--- src/inc/serial_load_pkg.sv ---
// shared constants and carrier types for the serial load port
// Behaviour
// - Select falling starts a word; bit count restarts for each new word.
// - While select low, sample serial input on rising bit clock, MSB first.
// - Latch loads on the bit-clock falling edge right after the 16th rise.
// - After the update further clocking is ignored until select rises and falls.
// - Select high before the update discards the partial word, latch unchanged.
// - While select high, bit clock and serial input are ignored entirely.
// - Clear low during the 16th cycle loads midcode instead of shifted word.
// - Clear high during the 16th cycle loads the shifted word.
// - Midcode stays after clear returns high until the next update edge.
// - Clear never disturbs shifting; the incoming word keeps accumulating.
// - Latched word is twos complement: 7fff plus full, 0000 zero, 8000 minus.
package serial_load_pkg;
    localparam int WORD_BITS = 16;
    localparam int COUNT_BITS = 5;
    localparam logic [COUNT_BITS-1:0] COUNT_ZERO = 5'h00;
    localparam logic [COUNT_BITS-1:0] COUNT_ONE = 5'h01;
    localparam logic [COUNT_BITS-1:0] COUNT_FULL = 5'h10;
    localparam logic [WORD_BITS-1:0] MIDCODE = 16'h0000;
    localparam logic [WORD_BITS-1:0] POS_FULL = 16'h7fff;
    localparam logic [WORD_BITS-1:0] NEG_FULL = 16'h8000;
    localparam int SYS_CLK_MHZ = 25;
    localparam int LINK_MAX_MHZ = 50;

    // sampled link pins after synchronisation
    typedef struct packed {
        logic selectN;
        logic bitClk;
        logic serialIn;
        logic clearN;
    } link_pins_t;

    // edge events found on the sampled link
    typedef struct packed {
        logic selectFall;
        logic selectHigh;
        logic clkRise;
        logic clkFall;
    } link_events_t;

    typedef enum logic [1:0] {
        ST_IDLE = 2'b00,
        ST_SHIFT = 2'b01,
        ST_ARMED = 2'b10,
        ST_DONE = 2'b11
    } load_state_t;
endpackage

--- src/rtl/pin_sync.sv ---
// two-stage synchroniser for the link pins
`timescale 1ns/1ns
module pin_sync (
    input wire logic clk_sys,
    input wire logic reset,
    input wire serial_load_pkg::link_pins_t rawPins,
    output serial_load_pkg::link_pins_t syncPins
);
    serial_load_pkg::link_pins_t stage1;

    // idle levels: select high, clear high, clock low
    always_ff @(posedge clk_sys or posedge reset) begin
        if (reset) begin
            stage1 <= '{selectN: 1'b1, bitClk: 1'b0, serialIn: 1'b0, clearN: 1'b1};
            syncPins <= '{selectN: 1'b1, bitClk: 1'b0, serialIn: 1'b0, clearN: 1'b1};
        end else begin
            stage1 <= rawPins;
            syncPins <= stage1; // first stage feeds nothing else
        end
    end
endmodule // pin_sync

--- src/rtl/edge_find.sv ---
// edge detection on the synchronised link pins
`timescale 1ns/1ns
module edge_find (
    input wire logic clk_sys,
    input wire logic reset,
    input wire serial_load_pkg::link_pins_t pins,
    output serial_load_pkg::link_events_t events
);
    logic lastSelectN;
    logic lastBitClk;

    // previous levels
    always_ff @(posedge clk_sys or posedge reset) begin
        if (reset) begin
            lastSelectN <= 1'b1;
            lastBitClk <= 1'b0;
        end else begin
            lastSelectN <= pins.selectN;
            lastBitClk <= pins.bitClk;
        end
    end

    // edge events are one-cycle pulses; selectHigh follows the select level itself
    always_comb begin
        events.selectFall = lastSelectN & ~pins.selectN;
        events.selectHigh = pins.selectN;
        events.clkRise = ~lastBitClk & pins.bitClk & ~pins.selectN;
        events.clkFall = lastBitClk & ~pins.bitClk & ~pins.selectN;
    end
endmodule // edge_find

--- src/rtl/serial_load.sv ---
// serial word receiver and output latch with midscale clear
`timescale 1ns/1ns
module serial_load #(
    parameter int WORD_BITS = serial_load_pkg::WORD_BITS
) (
    input wire logic clk_sys,
    input wire logic reset,
    input wire logic selectN,
    input wire logic bitClk,
    input wire logic serial_in_line,
    input wire logic force_midscale_n,
    output logic [WORD_BITS-1:0] latchWord,
    output logic latchUpdate,
    output logic latchCleared,
    output logic busy
);
    // sampling needs at least four system clocks per bit clock period;
    // the bench bit clock of 320 ns gives eight, the pin maximum is out of reach
    if (WORD_BITS != serial_load_pkg::WORD_BITS) begin : g_width_check
        $error("serial_load supports only the fixed word width");
    end

    // the counter must hold the full word count without wrapping to zero
    if ((1 << serial_load_pkg::COUNT_BITS) <= serial_load_pkg::WORD_BITS) begin : g_count_check
        $error("serial_load bit counter too narrow for the word width");
    end

    serial_load_pkg::link_pins_t rawPins;
    serial_load_pkg::link_pins_t pins;
    serial_load_pkg::link_events_t ev;
    serial_load_pkg::load_state_t state;
    serial_load_pkg::load_state_t next_state;
    logic [serial_load_pkg::COUNT_BITS-1:0] bitCount;
    logic [WORD_BITS-1:0] shiftWord;
    logic clearSeen;
    logic shiftEdge;
    logic armEdge;
    logic loadEdge;
    logic clearNow;
    logic loadCleared;

    // true on the rise that completes the word; the count still shows the bits before it
    function automatic logic isLastRise(
        input logic rise,
        input logic [serial_load_pkg::COUNT_BITS-1:0] count
    );
        return rise && (count == serial_load_pkg::COUNT_FULL - serial_load_pkg::COUNT_ONE);
    endfunction

    // new bit enters at the bottom, so the first bit sent ends up as the msb
    function automatic logic [WORD_BITS-1:0] shiftOne(
        input logic [WORD_BITS-1:0] word,
        input logic bitIn
    );
        return {word[WORD_BITS-2:0], bitIn};
    endfunction

    // value the latch takes at an update; a clear seen in the window wins
    function automatic logic [WORD_BITS-1:0] loadValue(
        input logic cleared,
        input logic [WORD_BITS-1:0] word
    );
        if (cleared) begin
            return serial_load_pkg::MIDCODE;
        end
        return word;
    endfunction

    // qualifiers decoded once so every register acts on the same edge
    assign shiftEdge = (state == serial_load_pkg::ST_SHIFT) && ev.clkRise;
    assign armEdge = (state == serial_load_pkg::ST_SHIFT) &&
                     (next_state == serial_load_pkg::ST_ARMED);
    assign loadEdge = (state == serial_load_pkg::ST_ARMED) &&
                      (next_state == serial_load_pkg::ST_DONE);
    assign clearNow = ~pins.clearN;
    // the sample at the fall itself counts, so a clear at the last moment is not missed
    assign loadCleared = clearSeen || clearNow;

    assign rawPins = '{selectN: selectN, bitClk: bitClk,
                       serialIn: serial_in_line, clearN: force_midscale_n};

    pin_sync u_sync (
        .clk_sys(clk_sys),
        .reset(reset),
        .rawPins(rawPins),
        .syncPins(pins)
    );

    edge_find u_edge (
        .clk_sys(clk_sys),
        .reset(reset),
        .pins(pins),
        .events(ev)
    );

    // sequence control; select fall always restarts, select high always aborts
    always_comb begin
        next_state = state;
        case (state)
            serial_load_pkg::ST_IDLE: begin
                if (ev.selectFall) begin
                    next_state = serial_load_pkg::ST_SHIFT;
                end
            end
            serial_load_pkg::ST_SHIFT: begin
                if (ev.selectHigh) begin
                    next_state = serial_load_pkg::ST_IDLE;
                end else if (isLastRise(ev.clkRise, bitCount)) begin
                    next_state = serial_load_pkg::ST_ARMED;
                end
            end
            serial_load_pkg::ST_ARMED: begin
                if (ev.selectHigh) begin
                    next_state = serial_load_pkg::ST_IDLE;
                end else if (ev.clkFall) begin
                    next_state = serial_load_pkg::ST_DONE;
                end
            end
            serial_load_pkg::ST_DONE: begin
                if (ev.selectHigh) begin
                    next_state = serial_load_pkg::ST_IDLE;
                end
            end
            default: begin
                next_state = serial_load_pkg::ST_IDLE;
            end
        endcase
    end

    always_ff @(posedge clk_sys or posedge reset) begin
        if (reset) begin
            state <= serial_load_pkg::ST_IDLE;
        end else begin
            state <= next_state;
        end
    end

    // bit counter restarts on every select fall
    always_ff @(posedge clk_sys or posedge reset) begin
        if (reset) begin
            bitCount <= serial_load_pkg::COUNT_ZERO;
        end else if (ev.selectFall || ev.selectHigh) begin
            bitCount <= serial_load_pkg::COUNT_ZERO;
        end else if (shiftEdge) begin
            bitCount <= bitCount + serial_load_pkg::COUNT_ONE;
        end
    end

    // shift register; clear has no say here so the word keeps building
    always_ff @(posedge clk_sys or posedge reset) begin
        if (reset) begin
            shiftWord <= serial_load_pkg::MIDCODE;
        end else if (shiftEdge) begin
            shiftWord <= shiftOne(shiftWord, pins.serialIn);
        end
    end

    // clear level captured across the 16th bit cycle, from its rise to its fall;
    // sticky, so a clear pulse shorter than the bit still counts
    always_ff @(posedge clk_sys or posedge reset) begin
        if (reset) begin
            clearSeen <= 1'b0;
        end else if (armEdge) begin
            clearSeen <= clearNow;
        end else if (state == serial_load_pkg::ST_ARMED && clearNow) begin
            clearSeen <= 1'b1;
        end
    end

    // output latch; holds between updates whatever clear does meanwhile
    always_ff @(posedge clk_sys or posedge reset) begin
        if (reset) begin
            latchWord <= serial_load_pkg::MIDCODE;
        end else if (loadEdge) begin
            latchWord <= loadValue(loadCleared, shiftWord);
        end
    end

    // midcode flag kept in step with the latch word
    always_ff @(posedge clk_sys or posedge reset) begin
        if (reset) begin
            latchCleared <= 1'b1;
        end else if (loadEdge) begin
            latchCleared <= loadCleared;
        end
    end

    // one pulse per latch update, in the cycle the new word first shows
    always_ff @(posedge clk_sys or posedge reset) begin
        if (reset) begin
            latchUpdate <= 1'b0;
        end else begin
            latchUpdate <= loadEdge;
        end
    end

    assign busy = (state == serial_load_pkg::ST_SHIFT) || (state == serial_load_pkg::ST_ARMED);
endmodule // serial_load

--- config.mk ---
export PLATFORM = sky130hd
export DESIGN_NAME = serial_load
export DESIGN_NICKNAME = d
export VERILOG_FILES = /design/src/inc/serial_load_pkg.sv /design/src/rtl/pin_sync.sv /design/src/rtl/edge_find.sv /design/src/rtl/serial_load.sv
export SDC_FILE = /design/constraint.sdc
export NUM_CORES = 1
export LEC_CHECK = 0
export ABC_AREA = 1
export CORE_ASPECT_RATIO = 1.25
export CORE_MARGIN = 2
export CORE_UTILIZATION = 41
export DETAILED_ROUTE_END_ITERATION = 10
export DONT_BUFFER_PORTS = 1
export PLACE_DENSITY = 0.64
export RECOVER_POWER = 50
export SLEW_MARGIN = 20
export SYNTH_ARGS = -nofsm -noshare
export SYNTH_HDL_FRONTEND = slang
export SYNTH_SLANG_ARGS = --single-unit
--- constraint.sdc ---
create_clock -name clk_sys -period 3.2 [get_ports clk_sys]
set_input_delay 0.32 -clock clk_sys [delete_from_list [all_inputs] [get_ports clk_sys]]
set_output_delay 0.32 -clock clk_sys [all_outputs]
set_load 0.05 [all_outputs]
==> out/summary.txt, run 1 <==
CP max FO - 35
CP Capture Type - register
site row count - 29
Mean Syn Cell Area - 9.62 µm²
Yosys cell types - 22
minimum clock period - 2.01 ns
Die W - 69.7 µm
max-slew violations - 53
Hold Violations, Final - 0
via count - 1,422
skew final - 0.0129 ns
GPL Wtd Cong - 0.724
peak supply drop - 0.288 mV
H-tree depth - 2
cell area after layout - 2370 µm²
WP data arrival - 2.24 ns
starting density of the core - 43.0%
Max Fclk - 498 MHz
failing checks - capacitance limit, slew limit
total chip power - 1.56 mW
post-route setup TNS - 0 ns
Post-Synth Simple-Gate Area - 18.2%
Pwr Density - 660 nW/µm²
Synth top area share - 52.0%
number of gates resized after CTS - 0
critical path startpoint category - register
mux cell area share after synthesis - 0%
Area growth syn-to-layout - 6.90%
critical path required time - 3.43 ns
gr usage total - 12.7%
DR iter-0 viols - 68
worst-margin pin slew - 2.20 ns
Post-Synthesis Cells - 230
Vias per Instance - 4.79
WL/cell - 11.1 µm
Routed Antenna Nets - 0
worst hold path type - input port to register
CTS tree - yes
XOR/XNOR share of the synthesized area - 0.396%
status - finished with violations
post-DP HPWL - 2.21 mm
n_diodes - 0
ranking of synthesized cells by area - dfrtp_1 (52%), nand2_1 (12%), dfstp_2 (7.1%)
Final period util - 62.8%
Final setup viols - 0
Syn Nets - 242
Ys Warns - 0
sequential area share after synthesis - 59.1%
Placed Instance Area - 2250 µm²
clock latency on the worst-skew pair - 0.31 ns
Synth area leader - dfrtp_1
max cap viols - 1
total grt overflow - 0
largest net degree at the start of global routing - 53
vias in the first global route - 1,399
DRC viols - 0
WS Path Type - register to register
chip height - 86.1 µm
layout cells sized above 1 - 17.9%
CTS root buf - clkbuf_8
synthesized cell area - 2210 µm²
compound-cell area share of the yosys netlist - 11.5%
Port Buffers - 0
clock buffer depth - 2
unrepaired setup endpoints after global routing - false
Slew HR - -47.5%
nets - 246
Post-Synth Adder-Cell Area - 3.39%
Synth Register Bits - 52
TritonCTS Sinks - 52
die area - 6010 µm²
cts bufs inserted - 5
IO Pins - 25
global-route wire length before repair - 6.13 mm
Routed WL - 3.31 mm
P_leak - 1.11 nW
core area - 5150 µm²
Worst-path clk slew - 0.10 ns
hold slack final - 0.0367 ns
DRT Pass-1 Iters - 4
combinational family with the most area after synthesis - simple AND/OR/NAND/NOR gates
initial antenna violation count - 0
-- cell usage after synthesis (all sizes together) --
| library cell | number |
|---|---|
| a21oi | 3 |
| buf | 3 |
| clkbuf | 4 |
| dfrtp | 46 |
| dfstp | 6 |
| ha | 6 |
| inv | 28 |
| nand2 | 76 |
| nand3 | 5 |
| nand4 | 1 |
| nor2 | 15 |
| nor3 | 1 |
| o21ai | 34 |
| o22ai | 1 |
| xor2 | 1 |
-- flip-flops by register name (all words and copies together) (netlist names), 2 cells and up --
register / count
bitCount: 5
latchWord: 16
shiftWord: 16
state: 2
u_sync.stage1: 4
u_sync.syncPins: 4
-- report_power, final --
group / leakage, nW / switching [mW] / internal (mW)
Combinational: 0.379 / 0.252 / 0.100
Sequential: 0.684 / 0.0984 / 0.725
Clock: 0.0463 / 0.226 / 0.161
Total: 1.11 / 0.576 / 0.986
-- worst paths after layout --
kind	start	to	slack (ns)	depth (start not counted)
worst max-delay path	state[0]$_DFF_PP0_	latchWord[8]$_DFFE_PP0P_	1.19	13
worst min-delay path	serial_in_line	u_sync.stage1[1]$_DFF_PP0_	0.04	0
worst max register to register	state[0]$_DFF_PP0_	latchWord[8]$_DFFE_PP0P_	1.19	13
worst min register to register	u_sync.stage1[2]$_DFF_PP0_	u_sync.syncPins[2]$_DFF_PP0_	0.36	0
max in group asynchronous	reset	u_edge.lastBitClk$_DFF_PP0_	1.73	1
min in group asynchronous	reset	state[0]$_DFF_PP0_	0.46	1
-- cells in the final DEF, fill, tap and decap left out, types with 2 or more instances in the layout --
| master | count |
|---|---|
| a21oi_1 | 3 |
| buf_4 | 2 |
| dfrtp_1 | 46 |
| dfstp_2 | 5 |
| inv_2 | 2 |
| nand2_2 | 4 |
| o21ai_2 | 17 |
| nand2_1 | 71 |
| nor2_1 | 14 |
| ha_1 | 6 |
| nand3_1 | 4 |
| dlygate4sd3_1 | 2 |
| clkbuf_8 | 5 |
| o21ai_0 | 17 |
| inv_1 | 25 |
-- logic make-up after synthesis --
kind of cell               after synthesis
buffers and inverters                   35
AOI/OAI and AO/OA                       38
xor gates and xnor gates                 1
and+or+nand+nor                         98
DFF                                     52
adders and majority gates                6
-- what timing repair did --
item                                   4_1_cts  5_1_grt
setup buffers                                0        0
endpoints found under the hold margin        2        0
hold buffers                                 2        0
-- cell type report --
class                   instances  area [µm²]
inverters                      28         106
well taps                      62        77.6
clock buffers                   5        68.8
fillers                       501        2790
multi-input cells             143         742
flip-flops and latches         52        1310
clock inverters                 3        27.5
repair buffers                  4        35.0
-- metal layers --
metal | GRT usage, % | part of all wire [%] | routed length, µm | vias to the layer above
li1 | - | - | - | 721
met2 | 21.7 | 50 | 1660 | 25
met5 | 0 | 0 | 0 | -
met1 | 15.2 | 44 | 1470 | 671
met4 | 4.72 | 1.3 | 44 | 0
met3 | 3.76 | 3.9 | 130 | 5
-- worst max-delay path, cell delays in order, from the launching register on --
cell and delay (ns):
dfrtp_1 0.46, inv_1 0.09, ha_1 0.22, inv_1 0.13, nand2_1 0.08, nand2_1 0.06, nand2_1 0.04, nor2_1 0.09
nand2_1 0.07, nand2_1 0.11, nor2_2 0.06, nand2_4 0.33, nand2_1 0.12, o21ai_2 0.07
-- stage by stage --
step / std cells / setup WS, ns / utilization [%]
after global placement: 287 / 1.26 / 43.6
after global routing: 297 / 0.996 / 45.9
after floorplan: 230 / 1.48 / -
after detailed placement: 287 / 1.21 / 43.6
after CTS: 297 / 1.18 / 45.9
final: 297 / 1.19 / 45.9
No activity file was read; power rests on OpenSTA's default activity.
==> run 2: changes to the inputs <==
PLACE_DENSITY = 0.66   (was 0.64)
clock period = 1.7 ns   (was 3.2 ns; I/O delays follow)
==> run 2 against run 1 <==
  * The run ends with setup timing left
  * Core utilization rose by 4.2 points
  * Register-to-register slack worse by 1.3 ns
  * Die area is the same
  * Wire length grew 9.7%
  * Total power increased by 100%
  * Combinational power grew 140%
  * Critical path depth unchanged
  * Worst setup slack got worse by 1.3 ns
  * Non-clock buffer count up 18
  * Design area grew 9.0%
  * Clock skew is 0.0045 ns lower
  * Largest cell class unchanged
  * First-iteration DRC count increased by 60%
==> out/summary.txt, run 2 (synthesis gave the netlist of run 1 again) <==
status - finished with violations
failing checks - setup timing
CP max stage delay - 0.36 ns
post-DP HPWL - 2.44 mm
skew final - 0.00846 ns
largest registers - latchWord x16, shiftWord x16, bitCount x5
crit-path cells - ha_2 -> nand2_2 -> nor2_2 -> ha_2 -> nand4_1 -> a21oi_1 -> nand2_1 -> nand2_2 -> inv_2 -> nand2_4 -> buf_12 -> nand2_2 -> o21ai_2
DRC viols - 0
Routed WL - 3.63 mm
RR Startpoint - bitCount[1]$_DFFE_PP0P_
Area growth syn-to-layout - 16.6%
via count - 1,493
max cap viols - 0
CTS root buf - clkbuf_8
setup ws final - -0.0821 ns
layout cells sized above 1 - 29.8%
CP top delay family - simple AND/OR/NAND/NOR gates
commonest non-fill, non-tap cell in the layout - nand2_1
Die W - 69.7 µm
TritonCTS Sinks - 52
global-route wire length before repair - 6.15 mm
minimum clock period - 1.78 ns
Routed Antenna Nets - 0
CTS tree - yes
CP Capture Type - register
starting density of the core - 43.0%
worst path bufs/invs - 2
total chip power - 3.13 mW
fin cells - 317
Int Pwr - 1.99 mW
Switching Power - 1.14 mW
DRT Pass-1 Iters - 4
worst-margin pin slew - 1.12 ns
sequential share of power - 49.4%
DR iter-0 viols - 109
slowest CP cell - dfrtp_1
Pwr Density - 1210 nW/µm²
core area - 5150 µm²
Final period util - 105%
Slew HR - 25.6%
total grt overflow - 0
reg-to-reg endpoint - latchWord[0]$_DFFE_PP0P_
max-slew violations - 0
Worst-path clk slew - 0.10 ns
hold depth - 0
WL/cell - 11.4 µm
gr usage total - 13.1%
R2R cell count - 13
site row count - 29
Vias per Instance - 4.71
WS Path Type - register to register
Hold Violations, Final - 0
critical path startpoint category - register
clock buffer depth - 2
vias in the first global route - 1,364
IO Pins - 25
largest net degree at the start of global routing - 53
Critical Path Most Common Cell - nand2_2
cts bufs inserted - 5
critical path required time - 1.94 ns
placed cells - 301
die area - 6010 µm²
Sw Share - 36.4%
WP data arrival - 2.03 ns
H-tree depth - 2
nets - 266
Clk pwr share - 23.2%
Max Fclk - 561 MHz
worst hold path type - register to register
unrepaired setup endpoints after global routing - true
combinational share of power - 27.4%
initial antenna violation count - 0
Final setup viols - 22
Setup crit start - bitCount[1]$_DFFE_PP0P_
commonest cells after routing, fill and taps aside - nand2_1 (58), dfrtp_1 (46), inv_1 (24)
clock latency on the worst-skew pair - 0.30 ns
reg2reg setup slack - -0.08 ns
hold endpoint - u_sync.syncPins[2]$_DFF_PP0_
n_diodes - 0
P_leak - 1.19 nW
chip height - 86.1 µm
HP Start - u_sync.stage1[2]$_DFF_PP0_
Port Buffers - 0
GPL Wtd Cong - 0.778
CP max FO - 16
peak supply drop - 0.691 mV
run 2: power by group through the flow:
stage / clock, mW / combinational, mW / sequential, mW
floorplan: 0 / 0.622 / 1.55
global placement: 0 / 0.831 / 1.57
detailed placement: 0 / 0.837 / 1.57
CTS: 0.765 / 0.854 / 1.54
global route: 0.811 / 0.955 / 1.56
finish: 0.727 / 0.856 / 1.54
run 2: worst max-delay path by stage:
stage | to | slack [ns] | depth (start not counted)
finish | latchWord[0]$_DFFE_PP0P_ | -0.08 | 13
global route | latchWord[12]$_DFFE_PP0P_ | -0.22 | 14
CTS | latchWord[0]$_DFFE_PP0P_ | -0.1 | 13
detailed placement | latchWord[13]$_DFFE_PP0P_ | -0.11 | 14
global placement | latchWord[2]$_DFFE_PP0P_ | -0.08 | 14
floorplan | latchWord[0]$_DFFE_PP0P_ | -0.008 | 14
run 2: layer usage:
layer  vias to the layer above  track usage [%]  share of wire [%]
met3                         6             4.00                3.7
met2                        25             22.6                 52
met1                       703             15.0                 43
met4                         0             6.29                2.0
met5                         -                0                  0
li1                        759                -                  -
run 2: per-stage QoR:
stage	setup WS (ns)	instance area, µm²	hold WS [ns]	util (%)	TNS, ns
floorplan	-0.00827	2220	0.174	-	-0.0866
global placement	-0.0806	2390	0.124	46.4	-1.22
detailed placement	-0.108	2390	0.123	46.4	-1.64
CTS	-0.0979	2540	0.356	49.3	-1.52
global route	-0.220	2580	0.363	50.1	-5.89
finish	-0.0821	2580	0.358	50.1	-1.23
run 2: what timing repair did:
item / CTS / global route
hold buffers: 5 / 0
hold endpoints to repair: 50 / 0
gates cloned: 0 / 2
setup endpoints to repair: 19 / 29
buffers inserted: 1 / 0
gates resized for setup: 0 / 16
pin swaps: 2 / 2
run 2: area by class of cell:
class                      count  area (µm²)
timing repair buffer          22         191
sequential                    52        1310
fill                         474        2570
tap                           62        77.6
timing repair inverter         2        10.0
clock buffer                   5        68.8
inverter                      28         109
clock inverter                 3        27.5
multi-input combinational    143         787
==> run 3: changes to the inputs <==
SETUP_SLACK_MARGIN = 0.5   (was not set)
SLEW_MARGIN = 0   (was 20)
==> run 3 against run 2 <==
  * The run still ends with setup timing left
  * Total power grew 8.5%
  * Critical path depth grew 1
  * Worst setup slack lost 0.049 ns
  * Highest routed layer unchanged
==> out/summary.txt, run 3 (synthesis gave the netlist of run 1 again) <==
status - finished with violations
failing checks - setup timing
HP Start - u_sync.stage1[1]$_DFF_PP0_
unrepaired setup endpoints after global routing - true
Worst-path clk slew - 0.09 ns
Hold Violations, Final - 0
global-route wire length before repair - 6.58 mm
site row count - 29
hold endpoint - u_sync.syncPins[1]$_DFF_PP0_
gr usage total - 13.7%
critical path required time - 1.90 ns
cts bufs inserted - 5
RR Startpoint - bitCount[0]$_DFFE_PP0P_
total grt overflow - 0
Fill cells - 481
CP max FO - 17
starting density of the core - 43.0%
WS Path Type - register to register
IO Pins - 25
DR iter-0 viols - 79
layout cells sized above 1 - 33.1%
DRT Pass-1 Iters - 4
GPL Wtd Cong - 0.723
clock latency on the worst-skew pair - 0.30 ns
reg2reg setup slack - -0.13 ns
clock buffer depth - 2
chip height - 86.1 µm
setup ws final - -0.131 ns
Routed WL - 3.62 mm
nets - 262
Vias per Instance - 4.81
Pwr Density - 1290 nW/µm²
commonest non-fill, non-tap cell in the layout - nand2_1
core area - 5150 µm²
commonest cells after routing, fill and taps aside - nand2_1 (57), dfrtp_1 (45), inv_1 (22)
post-place setup slack - -0.119 ns
post-route setup TNS - -2.07 ns
largest registers - latchWord x16, shiftWord x16, bitCount x5
worst-margin pin slew - 1.07 ns
WL/cell - 11.6 µm
minimum clock period - 1.83 ns
reg-to-reg endpoint - latchWord[0]$_DFFE_PP0P_
WP data arrival - 2.03 ns
max cap viols - 0
CP Capture Type - register
via count - 1,507
CTS tree - yes
post-layout util - 51.0%
vias in the first global route - 1,506
TritonCTS Sinks - 52
worst hold path type - register to register
DRC viols - 0
CTS root buf - clkbuf_8
largest net degree at the start of global routing - 25
H-tree depth - 2
initial antenna violation count - 0
Max Fclk - 546 MHz
Routed Antenna Nets - 0
total chip power - 3.39 mW
max-slew violations - 0
Final setup viols - 19
Slew HR - 28.5%
R2R cell count - 14
Final period util - 108%
Die W - 69.7 µm
die area - 6010 µm²
Port Buffers - 0
P_leak - 1.21 nW
critical path startpoint category - register
hold depth - 0
skew final - 0.00933 ns
n_diodes - 0
Area growth syn-to-layout - 18.8%
peak supply drop - 0.703 mV
post-DP HPWL - 2.53 mm
run 3: cell type report:
type,count,area (µm²),area share (%)
clock buffers,6,82.6,3.14
clock inverters,2,38.8,1.48
inverters,28,111,4.24
multi-input cells,143,827,31.5
flip-flops and latches,52,1310,49.8
well taps,62,77.6,2.95
repair buffers,19,175,6.66
repair inverters,1,6.26,0.238
run 3: power by group:
| group | total [mW] | internal (mW) | switching (mW) | leakage [nW] |
|---|---|---|---|---|
| combinational | 0.960 | 0.388 | 0.572 | 0.464 |
| clock | 0.887 | 0.482 | 0.405 | 0.0614 |
| sequential | 1.55 | 1.37 | 0.178 | 0.684 |
run 3: critical path, stage by stage (launching register included):
cell and delay, ns:
dfrtp_1 0.37, ha_2 0.19, nand2_2 0.06, nor2_2 0.11
ha_2 0.17, nand4_1 0.10, nand2_1 0.09, nand2_1 0.04
nand2_1 0.06, nand2_2 0.07, nor2_4 0.11, nand2_4 0.08
buf_12 0.16, nand2_1 0.07, o21ai_2 0.06
run 3: metal layers:
metal  vias up  wire length (µm)  GRT usage [%]
li1        750                 -              -
met1       718              1630           16.1
met2        30              1750           22.8
met3         9               157           4.58
met4         0                81           6.29
met5         -                 0              0
run 3: how the worst max path moves through the flow:
stage | start | endpoint | cells past startpoint
after floorplan | bitCount[0]$_DFFE_PP0P_ | latchWord[0]$_DFFE_PP0P_ | 14
after global placement | bitCount[0]$_DFFE_PP0P_ | latchWord[7]$_DFFE_PP0P_ | 14
after detailed placement | bitCount[0]$_DFFE_PP0P_ | latchWord[4]$_DFFE_PP0P_ | 14
after CTS | bitCount[0]$_DFFE_PP0P_ | latchWord[4]$_DFFE_PP0P_ | 14
after global routing | bitCount[0]$_DFFE_PP0P_ | latchWord[5]$_DFFE_PP0P_ | 14
final | bitCount[0]$_DFFE_PP0P_ | latchWord[0]$_DFFE_PP0P_ | 14
run 3: repair_timing:
action	CTS	global route
endpoints found under the hold margin	21	0
setup endpoints to repair	42	44
hold buffers	5	0
setup buffers	0	1
gates resized for setup	5	17
pin swaps	1	7
cloned	1	0
run 3: metrics by stage:
| step | hold slack [ns] | std cells | instance area, µm² |
|---|---|---|---|
| after detailed placement | 0.115 | 298 | 2390 |
| after CTS | 0.359 | 312 | 2590 |
| final | 0.356 | 313 | 2630 |
| after global routing | 0.364 | 313 | 2630 |
| after floorplan | 0.174 | 230 | 2270 |
| after global placement | 0.105 | 298 | 2390 |
